**src/pkg/fkd_pkg.sv**
```systemverilog
// Constants and types for the flash key and download control block
package fkd_pkg;
  localparam int unsigned ADDR_W = 4;
  localparam logic [ADDR_W-1:0] OFS_KEY = 4'h0;
  localparam logic [ADDR_W-1:0] OFS_CTRL = 4'h4;
  localparam logic [ADDR_W-1:0] OFS_ARRAY = 4'h8;
  localparam logic [ADDR_W-1:0] OFS_TARGET = 4'hc;
  localparam logic [7:0] KEY_RESET = 8'h00;
  localparam logic [7:0] KEY_DOWNLOAD = 8'ha5;
  localparam logic [7:0] KEY_PROGRAM = 8'h5a;
  localparam logic [7:0] ARRAY_BOOT = 8'haa;
  localparam logic [7:0] ARRAY_USER_RESET = 8'h00;
  localparam logic [7:0] TARGET_RESET = 8'h00;
  localparam logic [6:0] TARGET_MAX = 7'h03;
  localparam int unsigned POS_RANGE_ERR = 7;
  localparam int unsigned POS_REQ = 0;
  localparam int unsigned POS_PROG_SEL = 1;
  localparam int unsigned POS_ERASE_SEL = 2;
  localparam int unsigned POS_BUSY = 3;
  localparam logic [23:0] RAM_BASE0 = 24'hffe080;
  localparam logic [23:0] RAM_BASE1 = 24'hff0800;
  localparam logic [23:0] RAM_BASE2 = 24'hff1800;
  localparam logic [23:0] RAM_BASE3 = 24'hff8800;
  localparam int unsigned COPY_LEN = 16;
  typedef enum logic [1:0] {DL_IDLE, DL_CHECK, DL_COPY} fkd_dl_state_type;
endpackage

```
**src/fkd_copy_engine.sv**
```systemverilog
// Word copy sequencer that walks a routine into RAM
`timescale 1ns/1ps
module fkd_copy_engine #(
  parameter int unsigned LEN = fkd_pkg::COPY_LEN
) (
  input  wire logic        clk_i,
  input  wire logic        rst_i,
  input  wire logic        start_i,
  input  wire logic [23:0] base_i,
  output logic             busy_o,
  output logic             done_o,
  output logic             we_o,
  output logic [23:0]      addr_o
);
  import fkd_pkg::*;
  logic [$clog2(LEN+1)-1:0] cnt_r;
  wire last_w = (cnt_r == ($clog2(LEN+1))'(LEN - 1));

  always_ff @(posedge clk_i) begin
    if (rst_i) begin
      busy_o <= 1'b0;
      done_o <= 1'b0;
      we_o   <= 1'b0;
      addr_o <= 24'h000000;
      cnt_r  <= '0;
    end else begin
      done_o <= 1'b0;
      if (start_i && !busy_o) begin
        busy_o <= 1'b1;
        we_o   <= 1'b1;
        addr_o <= base_i;
        cnt_r  <= '0;
      end else if (busy_o) begin
        if (last_w) begin
          busy_o <= 1'b0;
          we_o   <= 1'b0;
          done_o <= 1'b1;
        end else begin
          addr_o <= addr_o + 24'h000001;
          cnt_r  <= cnt_r + 1'b1;
        end
      end
    end
  end
endmodule

```
**src/fkd_top.sv**
```systemverilog
// Flash key, array select and download control register bank
// What this block does
// RL1 - A one written to the download request bit is taken only while the key register holds A5.
// RL2 - With any key other than A5 an attempt to set the download request is ignored.
// RL3 - Program and erase are enabled only while the key register holds 5A.
// RL4 - Writing AA to the array select register selects the boot array, any other value the user array.
// RL5 - The active array changes right after the array select register is written.
// RL6 - The array select register resets to AA in user boot mode and to 00 otherwise.
// RL7 - Software writes the array select register only while running from RAM; the block takes array select writes whatever ram_exec_i is.
// RL8 - The boot array is never programmable in user program mode, even when selected.
// RL9 - Software loads the target register before requesting a download.
// RL10 - The target register holds the range error flag in bit 7 and a seven-bit area code below it.
// RL11 - The range error flag is set when the area code lies above 03.
// RL12 - The range check happens when a download starts, not when the target register is written.
// RL13 - An out-of-range area code aborts the download and leaves the range error flag set.
// RL14 - Software clears the range error flag and loads a legal code before requesting a download.
// RL15 - A download request copies the chosen routine into RAM, self-clears and always reads zero.
// RL16 - Area codes 0 to 3 map to the RAM start addresses FFE080, FF0800, FF1800 and FF8800.
// RL17 - The key register holds its value until rewritten or reset, and is checked at each gated operation.
//
// The Wishbone slave port and the register offsets were chosen for this implementation.
`timescale 1ns/1ps
module fkd_top #(
  parameter int unsigned COPY_WORDS = fkd_pkg::COPY_LEN
) (
  input  wire logic                       clk_i,
  input  wire logic                       rst_i,
  input  wire logic                       boot_mode_i,
  input  wire logic                       user_prog_mode_i,
  input  wire logic                       ram_exec_i,
  input  wire logic                       wb_cyc_i,
  input  wire logic                       wb_stb_i,
  input  wire logic                       wb_we_i,
  input  wire logic [fkd_pkg::ADDR_W-1:0] wb_adr_i,
  input  wire logic [31:0]                wb_dat_i,
  input  wire logic [3:0]                 wb_sel_i,
  output logic      [31:0]                wb_dat_o,
  output logic                            wb_ack_o,
  output logic                            boot_array_sel_o,
  output logic                            pe_enable_o,
  output logic                            copy_we_o,
  output logic      [23:0]                copy_addr_o,
  output logic                            copy_prog_o,
  output logic                            download_done_o
);
  import fkd_pkg::*;

  logic [1:0] boot_sync_r;
  logic [1:0] upm_sync_r;
  logic [1:0] ram_sync_r;
  logic       boot_seen_r;
  logic       init_r;
  logic [7:0] key_r;
  logic [7:0] array_r;
  logic [7:0] target_r;
  logic       prog_sel_r;
  logic       erase_sel_r;
  logic       copy_prog_r;
  logic       start_r;
  logic [23:0] base_r;
  fkd_dl_state_type state_r;
  fkd_dl_state_type state_nxt;
  logic       eng_busy;
  logic       eng_done;
  logic       eng_we;
  logic [23:0] eng_addr;

  function automatic logic [23:0] area_base(input logic [6:0] code);
    case (code[1:0])
      2'd0: area_base = RAM_BASE0;
      2'd1: area_base = RAM_BASE1;
      2'd2: area_base = RAM_BASE2;
      default: area_base = RAM_BASE3;
    endcase
  endfunction

  // Bus decode
  wire req_w = wb_cyc_i && wb_stb_i && !wb_ack_o;
  wire wr_w = req_w && wb_we_i && wb_sel_i[0];
  wire wr_key_w = wr_w && (wb_adr_i == OFS_KEY);
  wire wr_ctrl_w = wr_w && (wb_adr_i == OFS_CTRL);
  wire wr_array_w = wr_w && (wb_adr_i == OFS_ARRAY);
  wire wr_target_w = wr_w && (wb_adr_i == OFS_TARGET);
  wire key_dl_ok_w = (key_r == KEY_DOWNLOAD); // RL17
  // Request accepted only with download key, from RAM, when idle
  wire dl_req_w = wr_ctrl_w && wb_dat_i[POS_REQ] && key_dl_ok_w && ram_sync_r[1] && (state_r == DL_IDLE); // RL1 RL2
  wire range_bad_w = (target_r[6:0] > TARGET_MAX); // RL11
  wire boot_sel_w = (array_r == ARRAY_BOOT); // RL4
  wire pe_ok_w = (key_r == KEY_PROGRAM) && !(boot_sel_w && upm_sync_r[1]); // RL3 RL8
  wire [7:0] ctrl_rd_w = {4'h0, (state_r != DL_IDLE), erase_sel_r, prog_sel_r, 1'b0}; // RL15
  wire [7:0] rd_byte_w = (wb_adr_i == OFS_KEY)    ? key_r :
                         (wb_adr_i == OFS_CTRL)   ? ctrl_rd_w :
                         (wb_adr_i == OFS_ARRAY)  ? array_r :
                         (wb_adr_i == OFS_TARGET) ? target_r : 8'h00;

  always_comb begin
    state_nxt = state_r;
    case (state_r)
      DL_IDLE: begin
        if (dl_req_w) begin
          state_nxt = DL_CHECK;
        end
      end
      DL_CHECK: begin
        if (range_bad_w) begin
          state_nxt = DL_IDLE; // RL13
        end else begin
          state_nxt = DL_COPY;
        end
      end
      DL_COPY: begin
        if (eng_done) begin
          state_nxt = DL_IDLE;
        end
      end
      default: state_nxt = DL_IDLE;
    endcase
  end

  // Synchronisers run through reset so the strap is settled at release
  always_ff @(posedge clk_i) begin
    boot_sync_r <= {boot_sync_r[0], boot_mode_i};
    upm_sync_r  <= {upm_sync_r[0], user_prog_mode_i};
    ram_sync_r  <= {ram_sync_r[0], ram_exec_i};
  end

  always_ff @(posedge clk_i) begin
    if (rst_i) begin
      wb_ack_o <= 1'b0;
      wb_dat_o <= 32'h00000000;
    end else begin
      wb_ack_o <= req_w;
      wb_dat_o <= req_w ? {24'h000000, rd_byte_w} : 32'h00000000;
    end
  end

  // Boot strap caught after reset release, applied once to array select
  always_ff @(posedge clk_i) begin
    if (rst_i) begin
      init_r      <= 1'b1;
      boot_seen_r <= 1'b0;
      key_r       <= KEY_RESET;
      array_r     <= ARRAY_USER_RESET;
    end else begin
      init_r <= 1'b0;
      if (wr_key_w) begin
        key_r <= wb_dat_i[7:0]; // RL17
      end
      if (wr_array_w) begin
        array_r <= wb_dat_i[7:0]; // RL5
      end else if (init_r && boot_sync_r[1]) begin
        array_r     <= ARRAY_BOOT; // RL6
        boot_seen_r <= 1'b1;
      end
    end
  end

  always_ff @(posedge clk_i) begin
    if (rst_i) begin
      target_r    <= TARGET_RESET;
      prog_sel_r  <= 1'b0;
      erase_sel_r <= 1'b0;
      copy_prog_r <= 1'b0;
      start_r     <= 1'b0;
      base_r      <= 24'h000000;
      state_r     <= DL_IDLE;
    end else begin
      state_r <= state_nxt;
      start_r <= 1'b0;
      if (wr_target_w) begin
        target_r <= wb_dat_i[7:0]; // RL10
      end
      if (state_r == DL_CHECK && range_bad_w) begin
        target_r[POS_RANGE_ERR] <= 1'b1; // RL12 RL13
      end
      if (wr_ctrl_w && state_r == DL_IDLE) begin
        prog_sel_r  <= wb_dat_i[POS_PROG_SEL];
        erase_sel_r <= wb_dat_i[POS_ERASE_SEL];
      end else if (eng_done) begin
        prog_sel_r  <= 1'b0;
        erase_sel_r <= 1'b0;
      end
      if (state_r == DL_CHECK && !range_bad_w) begin
        start_r     <= 1'b1; // RL15
        base_r      <= area_base(target_r[6:0]); // RL16
        copy_prog_r <= prog_sel_r;
      end
    end
  end

  always_ff @(posedge clk_i) begin
    if (rst_i) begin
      boot_array_sel_o <= 1'b0;
      pe_enable_o      <= 1'b0;
      download_done_o  <= 1'b0;
      copy_prog_o      <= 1'b0;
    end else begin
      boot_array_sel_o <= boot_sel_w; // RL4
      pe_enable_o      <= pe_ok_w; // RL3
      download_done_o  <= eng_done;
      copy_prog_o      <= copy_prog_r;
    end
  end

  fkd_copy_engine #(
    .LEN(COPY_WORDS)
  ) u_copy (
    .clk_i  (clk_i),
    .rst_i  (rst_i),
    .start_i(start_r),
    .base_i (base_r),
    .busy_o (eng_busy),
    .done_o (eng_done),
    .we_o   (eng_we),
    .addr_o (eng_addr)
  );

  assign copy_we_o = eng_we;
  assign copy_addr_o = eng_addr;

  // Checks
  property p_req_needs_key;
    @(posedge clk_i) disable iff (rst_i)
      (state_r == DL_IDLE && $past(state_r) == DL_IDLE && state_nxt == DL_CHECK) |-> key_r == KEY_DOWNLOAD;
  endproperty
  a_req_needs_key: assert property (p_req_needs_key) else $error("download started without key"); // RL1

  property p_bad_key_ignored;
    @(posedge clk_i) disable iff (rst_i)
      (wr_ctrl_w && wb_dat_i[POS_REQ] && key_r != KEY_DOWNLOAD) |=> state_r == DL_IDLE || $past(state_r) != DL_IDLE;
  endproperty
  a_bad_key_ignored: assert property (p_bad_key_ignored) else $error("request taken with wrong key"); // RL2

  property p_pe_key;
    @(posedge clk_i) disable iff (rst_i)
      pe_enable_o |-> $past(key_r) == KEY_PROGRAM;
  endproperty
  a_pe_key: assert property (p_pe_key) else $error("program enabled without key"); // RL3

  property p_boot_nolock;
    @(posedge clk_i) disable iff (rst_i)
      (pe_enable_o && $past(upm_sync_r[1])) |-> !$past(boot_sel_w);
  endproperty
  a_boot_nolock: assert property (p_boot_nolock) else $error("boot array programmable in user mode"); // RL8

  property p_array_switch;
    @(posedge clk_i) disable iff (rst_i)
      wr_array_w |=> ##1 boot_array_sel_o == ($past(wb_dat_i[7:0], 2) == ARRAY_BOOT);
  endproperty
  a_array_switch: assert property (p_array_switch) else $error("array select did not follow write"); // RL4 RL5

  property p_range_abort;
    @(posedge clk_i) disable iff (rst_i)
      (state_r == DL_CHECK && range_bad_w && !wr_target_w) |=> target_r[POS_RANGE_ERR] && state_r == DL_IDLE && !start_r;
  endproperty
  a_range_abort: assert property (p_range_abort) else $error("out of range download not aborted"); // RL11 RL13

  property p_no_write_check;
    @(posedge clk_i) disable iff (rst_i)
      (wr_target_w && state_r == DL_IDLE) |=> target_r == $past(wb_dat_i[7:0]);
  endproperty
  a_no_write_check: assert property (p_no_write_check) else $error("target changed on write"); // RL12

  property p_copy_done;
    @(posedge clk_i) disable iff (rst_i)
      start_r |=> ##[1:1000] eng_done;
  endproperty
  a_copy_done: assert property (p_copy_done) else $error("copy never finished"); // RL15

  property p_req_reads_zero;
    @(posedge clk_i) disable iff (rst_i)
      wb_ack_o && $past(wb_adr_i) == OFS_CTRL && !$past(wb_we_i) |-> wb_dat_o[POS_REQ] == 1'b0;
  endproperty
  a_req_reads_zero: assert property (p_req_reads_zero) else $error("request bit read as one"); // RL15

  property p_base_map;
    @(posedge clk_i) disable iff (rst_i)
      start_r |-> base_r == area_base($past(target_r[6:0]));
  endproperty
  a_base_map: assert property (p_base_map) else $error("wrong ram base"); // RL16

  property p_key_hold;
    @(posedge clk_i) disable iff (rst_i)
      !wr_key_w |=> key_r == $past(key_r);
  endproperty
  a_key_hold: assert property (p_key_hold) else $error("key changed without write"); // RL17

  property p_key_write;
    @(posedge clk_i) disable iff (rst_i)
      wr_key_w |=> key_r == $past(wb_dat_i[7:0]);
  endproperty
  a_key_write: assert property (p_key_write) else $error("key write lost"); // RL17

  property p_pe_off;
    @(posedge clk_i) disable iff (rst_i)
      (key_r != KEY_PROGRAM) |=> !pe_enable_o;
  endproperty
  a_pe_off: assert property (p_pe_off) else $error("program enable stayed on"); // RL3

  property p_boot_strap;
    @(posedge clk_i) disable iff (rst_i)
      (init_r && boot_sync_r[1] && !wr_array_w) |=> array_r == ARRAY_BOOT && boot_seen_r;
  endproperty
  a_boot_strap: assert property (p_boot_strap) else $error("boot strap not applied"); // RL6

  property p_array_hold;
    @(posedge clk_i) disable iff (rst_i)
      (!wr_array_w && !init_r) |=> array_r == $past(array_r);
  endproperty
  a_array_hold: assert property (p_array_hold) else $error("array select changed without write"); // RL5

  property p_busy_copy;
    @(posedge clk_i) disable iff (rst_i)
      eng_busy |-> state_r == DL_COPY;
  endproperty
  a_busy_copy: assert property (p_busy_copy) else $error("copy outside download"); // RL15

  property p_sel_clear;
    @(posedge clk_i) disable iff (rst_i)
      eng_done |=> !prog_sel_r && !erase_sel_r;
  endproperty
  a_sel_clear: assert property (p_sel_clear) else $error("routine select not cleared"); // RL15

  property p_check_once;
    @(posedge clk_i) disable iff (rst_i)
      state_r == DL_CHECK |=> state_r != DL_CHECK;
  endproperty
  a_check_once: assert property (p_check_once) else $error("range check repeated"); // RL12

  property p_start_in_range;
    @(posedge clk_i) disable iff (rst_i)
      start_r |-> $past(target_r[6:0]) <= TARGET_MAX;
  endproperty
  a_start_in_range: assert property (p_start_in_range) else $error("copy started out of range"); // RL11 RL13

  property p_target_hold;
    @(posedge clk_i) disable iff (rst_i)
      (!wr_target_w && state_r != DL_CHECK) |=> target_r == $past(target_r);
  endproperty
  a_target_hold: assert property (p_target_hold) else $error("target changed outside check"); // RL12

  property p_done_pulse;
    @(posedge clk_i) disable iff (rst_i)
      download_done_o |=> !download_done_o;
  endproperty
  a_done_pulse: assert property (p_done_pulse) else $error("done longer than one cycle"); // RL15

  c_download: cover property (@(posedge clk_i) disable iff (rst_i) eng_done);
  c_boot_strap: cover property (@(posedge clk_i) disable iff (rst_i) boot_seen_r);
  c_abort: cover property (@(posedge clk_i) disable iff (rst_i) state_r == DL_CHECK && range_bad_w);
  c_boot_sel: cover property (@(posedge clk_i) disable iff (rst_i) boot_array_sel_o);
  c_pe_on: cover property (@(posedge clk_i) disable iff (rst_i) pe_enable_o);
endmodule

```
**config.mk**
```make
export PLATFORM = sky130hd
export DESIGN_NAME = fkd_top
export DESIGN_NICKNAME = d
export VERILOG_FILES = /design/src/pkg/fkd_pkg.sv /design/src/fkd_copy_engine.sv /design/src/fkd_top.sv
export SDC_FILE = /design/constraint.sdc
export NUM_CORES = 1
export LEC_CHECK = 0
export BUFFER_PORTS_ARGS = -buffer_cell sky130_fd_sc_hd__buf_4
export CAP_MARGIN = 20
export CORE_MARGIN = 2
export CORE_UTILIZATION = 40
export CTS_CLUSTER_SIZE = 28
export DETAILED_ROUTE_END_ITERATION = 6
export PLACE_DENSITY = 0.62
export SKIP_LAST_GASP = 1
export SLEW_MARGIN = 0
export SYNTH_ARGS = -nofsm -noshare
export SYNTH_HDL_FRONTEND = slang
export SYNTH_HIERARCHICAL = 1
export SYNTH_SLANG_ARGS = --single-unit
export TNS_END_PERCENT = 100
```
**constraint.sdc**
```tcl
create_clock -name clk_i -period 2.2 [get_ports clk_i]
set_input_delay 0.33 -clock clk_i [delete_from_list [all_inputs] [get_ports clk_i]]
set_output_delay 0.33 -clock clk_i [all_outputs]
set_load 0.03 [all_outputs]
```
==> results of run 1 <==
[flip-flops by register name, summed over array words and instances (netlist names), 2 cells and up]
| name | cells |
|---|---|
| u_copy/cnt_r | 5 |
| base_r | 5 |
| key_r | 8 |
| array_r | 8 |
| upm_sync_r | 2 |
| wb_dat_o | 8 |
| state_r | 2 |
| ram_sync_r | 2 |
| boot_sync_r | 2 |
| target_r | 8 |
| u_copy/addr_o | 24 |
[how the worst max path moves through the flow]
stage                          startpoint           endpoint  slack (ns)  cells after the start
after global routing      u_copy/cnt_r[0]  u_copy/addr_o[21]       -0.08                      7
after global placement    u_copy/cnt_r[1]  u_copy/addr_o[21]       -0.06                      7
final                     u_copy/cnt_r[0]  u_copy/addr_o[13]       -0.01                      8
after CTS                 u_copy/cnt_r[1]  u_copy/addr_o[13]       -0.05                      8
after floorplan           u_copy/cnt_r[1]  u_copy/addr_o[17]       -0.04                      8
after detailed placement  u_copy/cnt_r[1]  u_copy/addr_o[21]       -0.12                      7
[metrics by stage]
stage | setup WS (ns) | total power (W) | instance area, um2 | cells
6_report | -0.0125 | 0.00291 | 4880 | 648
5_1_grt | -0.0792 | 0.00305 | 4880 | 648
4_1_cts | -0.0473 | 0.00295 | 4820 | 644
3_5_place_dp | -0.122 | 0.00180 | 4600 | 626
3_3_place_gp | -0.0599 | 0.00180 | 4600 | 626
2_1_floorplan | -0.0444 | 0.00178 | 4180 | 467
[worst max-delay path, stage by stage, from the launching register on]
cell and delay [ns]:
dfxtp_2 0.33, ha_2 0.18, and3_4 0.18, ha_4 0.16
nand4b_4 0.18, or3_4 0.43, buf_6 0.13, or3_4 0.32
a311oi_1 0.24
[final cells by class]
cell class                      count  share of cell area [%]
Tap cell                          133                    3.41
Clock buffer                        9                    2.54
Multi-Input combinational cell    326                    43.8
Clock inverter                      7                    1.59
Inverter                            6                   0.462
Timing Repair Buffer               80                    12.4
Sequential cell                    87                    35.8
[report_power, final]
part	total [W]	internal (W)	switching (W)
Sequential	0.00160	0.00159	0.00000866
Combinational	0.000167	0.0000473	0.000119
Clock	0.00114	0.000539	0.000604
[per-layer routing]
metal / vias to the layer above / share of wire (%) / GRT usage [%]
met3: 8 / 3.3 / 3.57
li1: 1659 / - / -
met1: 1614 / 48 / 21.5
met5: - / 0 / 0
met4: 0 / 0.91 / 5.89
met2: 65 / 48 / 26.3
[placed cells by master, fill, tap and decap left out, types with 7 or more instances in the layout]
master,instances
nor2b_1,7
a211oi_1,14
buf_4,77
nor3_1,10
nor2_1,71
mux2i_1,24
nand4_1,8
nand3_1,12
o31ai_1,8
a21oi_1,14
conb_1,34
clkbuf_8,9
dfxtp_1,85
a311oi_1,13
nand2_1,18
[what timing repair did]
item / in CTS / in global routing
pin swaps: 6 / 14
cloned: 1 / 0
endpoints found under the hold margin: 0 / 0
resized for setup: 1 / 8
setup buffers: 1 / 4
endpoints found under the setup margin: 4 / 10
[cell families (layout without fill, tap and decap cells)]
group	after synthesis	count (layout)	synth area share (%)
flip-flops	87	87	43.2
adder cells (fa/ha/maj)	7	7	2.17
XOR/XNOR	10	10	2.17
AND/OR/NAND/NOR	176	177	24.2
multiplexers	30	30	7.92
buffers and inverters	55	102	8.32
other	1	34	0.0931
AO/OA/AOI/OAI	68	68	11.9
==> flow_summary.json, run 1 <==
{
  "status": "finished with violations",
  "failed_checks": "setup timing",
  "synth.most_common_cell": "dfxtp_1",
  "timing.max_slew.rel_slack_pct": 47.8,
  "areaGrowthSynthToFinish_pct": 21.1,
  "dr.pass1.iters": 4,
  "multi_input_area_um2": 2140,
  "final-hold-violation-count": 0,
  "port_buffers": 58,
  "yosys_most_used_dff": "dfxtp_1",
  "tightest_slew_ns": 0.783,
  "die_h_um": 104,
  "cts.sinks": 87,
  "p_leak_nw": 2.09,
  "crit_type": "reg -> reg",
  "cts_root_buf": "clkbuf_8",
  "hold_buffers": 0,
  "arrival_ns": 2.49,
  "path_max_fanout": 5,
  "peakVddDrop_v": 0.000390,
  "grt_overflow": 0,
  "synthCells": 434,
  "fin_skew_ns": 0.0233,
  "crit_path_start_kind": "flip-flop",
  "row_count": 36,
  "tns_ns": -0.0138,
  "ff_latch_area_um2": 1740,
  "cts_tree": "done",
  "period_needed_ns": 2.21,
  "cts_made_buffers": 9,
  "hold_path_depth": 1,
  "synthArstFlopShare_pct": 0,
  "synth_top_area_share_pct": 43.2,
  "ys_top_cells_by_count": "dfxtp_1, nor2_1, buf_4, mux2i_1, nand2_1",
  "yosysTopAreaCell": "dfxtp_1",
  "hp-start": "ram_exec_i",
  "critPathCaptureType": "flip-flop",
  "grt_pass1_vias": 3041,
  "clk_pin_slew_ns": 0.10,
  "ys_warn_count": 6,
  "antenna_found_initial": 0,
  "yosys-top-cells-area": "dfxtp_1, nor2_1, mux2i_1",
  "rsz0062_at_grt": "yes",
  "n_antenna_cell": 0,
  "layout-drive-gt1-share_pct": 24.7,
  "vias": 3346,
  "drt-total-wl_um": 9020,
  "synth_cell_types": 56,
  "vias_per_cell": 5.16,
  "timing.hold.ws_ns": 0.0654,
  "drc": 0,
  "core_area_um2": 9770,
  "drtIter0Drc": 142,
  "cts_max_path_buffers": 2,
  "n_fill_cell": 943,
  "clk_latency_ns": 0.36,
  "min_to": "ram_sync_r[0]",
  "slew_violations": 0,
  "ant_nets": 0,
  "ys_ff_latch": 87,
  "wl_per_cell_um": 13.9,
  "rrSetupSlack_ns": -0.01,
  "grt_pass1_wl_um": 14700,
  "worst_slack_ns": -0.0125,
  "regToRegStartpoint": "u_copy/cnt_r[0]",
  "die_x_um": 104,
  "synth.cell_area_um2": 4030,
  "htreeDepth": 3,
  "grt_max_degree": 74,
  "setup_viol": 2,
  "powerDensity_nw_per_um2": 596,
  "reg2reg_to": "u_copy/addr_o[13]",
  "yosysSeqAreaShare_pct": 43.2,
  "place.gp.congestion": 0.842,
  "grt_use_total_pct": 16.3,
  "reg2reg_depth": 8,
  "drv_cap": 0,
  "worstPathRequired_ns": 2.48,
  "avgSynthCellArea_um2": 9.28,
  "dpl.hpwl_um": 6020,
  "pin_count": 110,
  "period_share_pct": 101,
  "start_util_pct": 41.2,
  "nets": 565,
  "die_area_um2": 10900,
  "hold_class": "in -> reg",
  "synth_edf_count": 0,
  "finish.utilization_pct": 49.9,
  "fmaxAchievable_ghz": 0.452
}
No activity file was read; power rests on OpenSTA's default activity.
==> run 2: changes to the inputs <==
--- a/config.mk
+++ b/config.mk
@@ -7,11 +7,13 @@
 export LEC_CHECK = 0
 export BUFFER_PORTS_ARGS = -buffer_cell sky130_fd_sc_hd__buf_4
 export CAP_MARGIN = 20
-export CORE_MARGIN = 2
-export CORE_UTILIZATION = 40
+export CELL_PAD_IN_SITES_DETAIL_PLACEMENT = 0
+export CELL_PAD_IN_SITES_GLOBAL_PLACEMENT = 1
+export CORE_MARGIN = 10
+export CORE_UTILIZATION = 35
 export CTS_CLUSTER_SIZE = 28
 export DETAILED_ROUTE_END_ITERATION = 6
-export PLACE_DENSITY = 0.62
+export PLACE_DENSITY = 0.71
 export SKIP_LAST_GASP = 1
 export SLEW_MARGIN = 0
 export SYNTH_ARGS = -nofsm -noshare
==> flow_summary.json, run 2 (synthesis gave the netlist of run 1 again) <==
{
  "status": "complete, no violations",
  "dpl.hpwl_um": 7070,
  "clk_latency_ns": 0.34,
  "drv_cap": 0,
  "arrival_ns": 2.42,
  "drc": 0,
  "p_leak_nw": 2.12,
  "hold_class": "in -> reg",
  "pin_count": 110,
  "regToRegStartpoint": "u_copy/cnt_r[1]",
  "powerDensity_nw_per_um2": 681,
  "row_count": 39,
  "p_int_w": 0.00263,
  "die_area_um2": 16200,
  "period_needed_ns": 2.18,
  "timing.max_slew.rel_slack_pct": 64.5,
  "die_x_um": 127,
  "nets": 564,
  "core_area_um2": 11300,
  "rrSetupSlack_ns": 0.02,
  "n_antenna_cell": 0,
  "grt_pass1_vias": 3353,
  "final_cell_mix": "dfxtp_1, buf_4, nor2_1, conb_1, mux2i_1",
  "cts_made_buffers": 9,
  "period_share_pct": 99.1,
  "power_frac_comb_pct": 5.0,
  "grt_overflow": 0,
  "slew_violations": 0,
  "cts_tree": "done",
  "drtIter0Drc": 178,
  "port_buffers": 58,
  "top_register": "u_copy/addr_o",
  "wl_per_cell_um": 15.3,
  "hp-start": "ram_exec_i",
  "reg2reg_depth": 7,
  "place.gp.congestion": 0.823,
  "final-hold-violation-count": 0,
  "clk_pin_slew_ns": 0.07,
  "cts_max_path_buffers": 2,
  "power.share.sequential_pct": 46.9,
  "vias_per_cell": 5.06,
  "layout-drive-gt1-share_pct": 23.7,
  "worst_slack_ns": 0.0202,
  "min_to": "ram_sync_r[0]",
  "tightest_slew_ns": 0.529,
  "fin_skew_ns": 0.00666,
  "peakVddDrop_v": 0.000373,
  "p_sw_share_pct": 22.7,
  "grt_pass1_wl_um": 16700,
  "crit_type": "reg -> reg",
  "setup_viol": 0,
  "p_switching_w": 0.000773,
  "reg2reg_to": "u_copy/addr_o[15]",
  "htreeDepth": 3,
  "vias": 3327,
  "power_w": 0.00341,
  "drt-total-wl_um": 10100,
  "critPathCaptureType": "flip-flop",
  "start_util_pct": 35.6,
  "ant_nets": 0,
  "dr.pass1.iters": 4,
  "path_max_fanout": 5,
  "antenna_found_initial": 0,
  "rsz0062_at_grt": "yes",
  "cts_root_buf": "clkbuf_16",
  "dp_slack_ns": -0.115,
  "worstSetupStartpoint": "u_copy/cnt_r[1]",
  "hold_path_depth": 1,
  "layout_commonest_cell": "dfxtp_1",
  "clkPwrFrac_pct": 48.1,
  "fmaxAchievable_ghz": 0.459,
  "die_h_um": 127,
  "crit_path_start_kind": "flip-flop",
  "grt_max_degree": 49,
  "largest_reg_flops": 24,
  "cts.sinks": 87,
  "areaGrowthSynthToFinish_pct": 24.2,
  "grt_use_total_pct": 12.3,
  "worstPathRequired_ns": 2.44
}
-- run 2: changes by cell type in the layout (fill, tap and decap cells not counted), sizes merged --
cell	before	now
buf	80	79
clkinvlp	0	2
inv	9	6
bufinv	1	2
-- run 2: area by class of cell --
cell class | instances | area (um2)
clock buffers | 9 | 225
clock inverters | 7 | 97.6
fillers | 1159 | 6320
inverters | 6 | 22.5
multi-input cells | 326 | 2140
flip-flops and latches | 87 | 1740
well taps | 143 | 179
repair buffers | 79 | 593
-- run 2: worst max-delay path, cell delays in order, from the launching register on --
cell and delay, ns:
dfxtp_2 0.34, ha_4 0.16, and3_4 0.18, ha_4 0.16, nand4b_4 0.19, or3_4 0.40, or4_1 0.41, a311oi_1 0.26
-- run 2: what timing repair did --
action,CTS,global route
pin swaps,5,2
setup buffers,1,1
resized for setup,2,5
cloned,1,0
hold buffers,0,0
setup endpoints to repair,9,11
-- run 2: worst max path at each step --
stage / endpoint / slack, ns
floorplan: u_copy/addr_o[17] / -0.04
global placement: u_copy/addr_o[21] / -0.08
CTS: u_copy/addr_o[15] / 0.0006
finish: u_copy/addr_o[15] / 0.02
global route: u_copy/addr_o[9] / -0.05
detailed placement: u_copy/addr_o[21] / -0.12
-- run 2: layer usage --
metal / wire (um) / vias up / track usage [%] / part of all wire [%]
met5: 0 / - / 0 / 0
met4: 74 / 0 / 3.62 / 0.73
met3: 484 / 6 / 3.68 / 4.8
met2: 4980 / 73 / 21.1 / 49
met1: 4530 / 1578 / 14.4 / 45
li1: - / 1670 / - / -
-- run 2: power by group through the flow --
stage | Clock, W | Sequential (W) | Combinational [W]
after floorplan | 0 | 0.00163 | 0.000145
after global placement | 0 | 0.00163 | 0.000169
after detailed placement | 0 | 0.00163 | 0.000169
after CTS | 0.00168 | 0.00160 | 0.000170
after global routing | 0.00174 | 0.00160 | 0.000187
final | 0.00164 | 0.00160 | 0.000171
-- run 2: per-stage QoR --
stage	util (%)	std cells	setup TNS, ns	hold WS [ns]	instance area [um2]
floorplan	-	467	-0.0681	0.310	4180
global placement	40.8	638	-0.0909	0.313	4620
detailed placement	40.8	638	-0.241	0.322	4620
CTS	43.9	656	0	0.0781	4970
global route	44.2	657	-0.178	0.0734	5000
finish	44.2	657	0	0.0911	5000
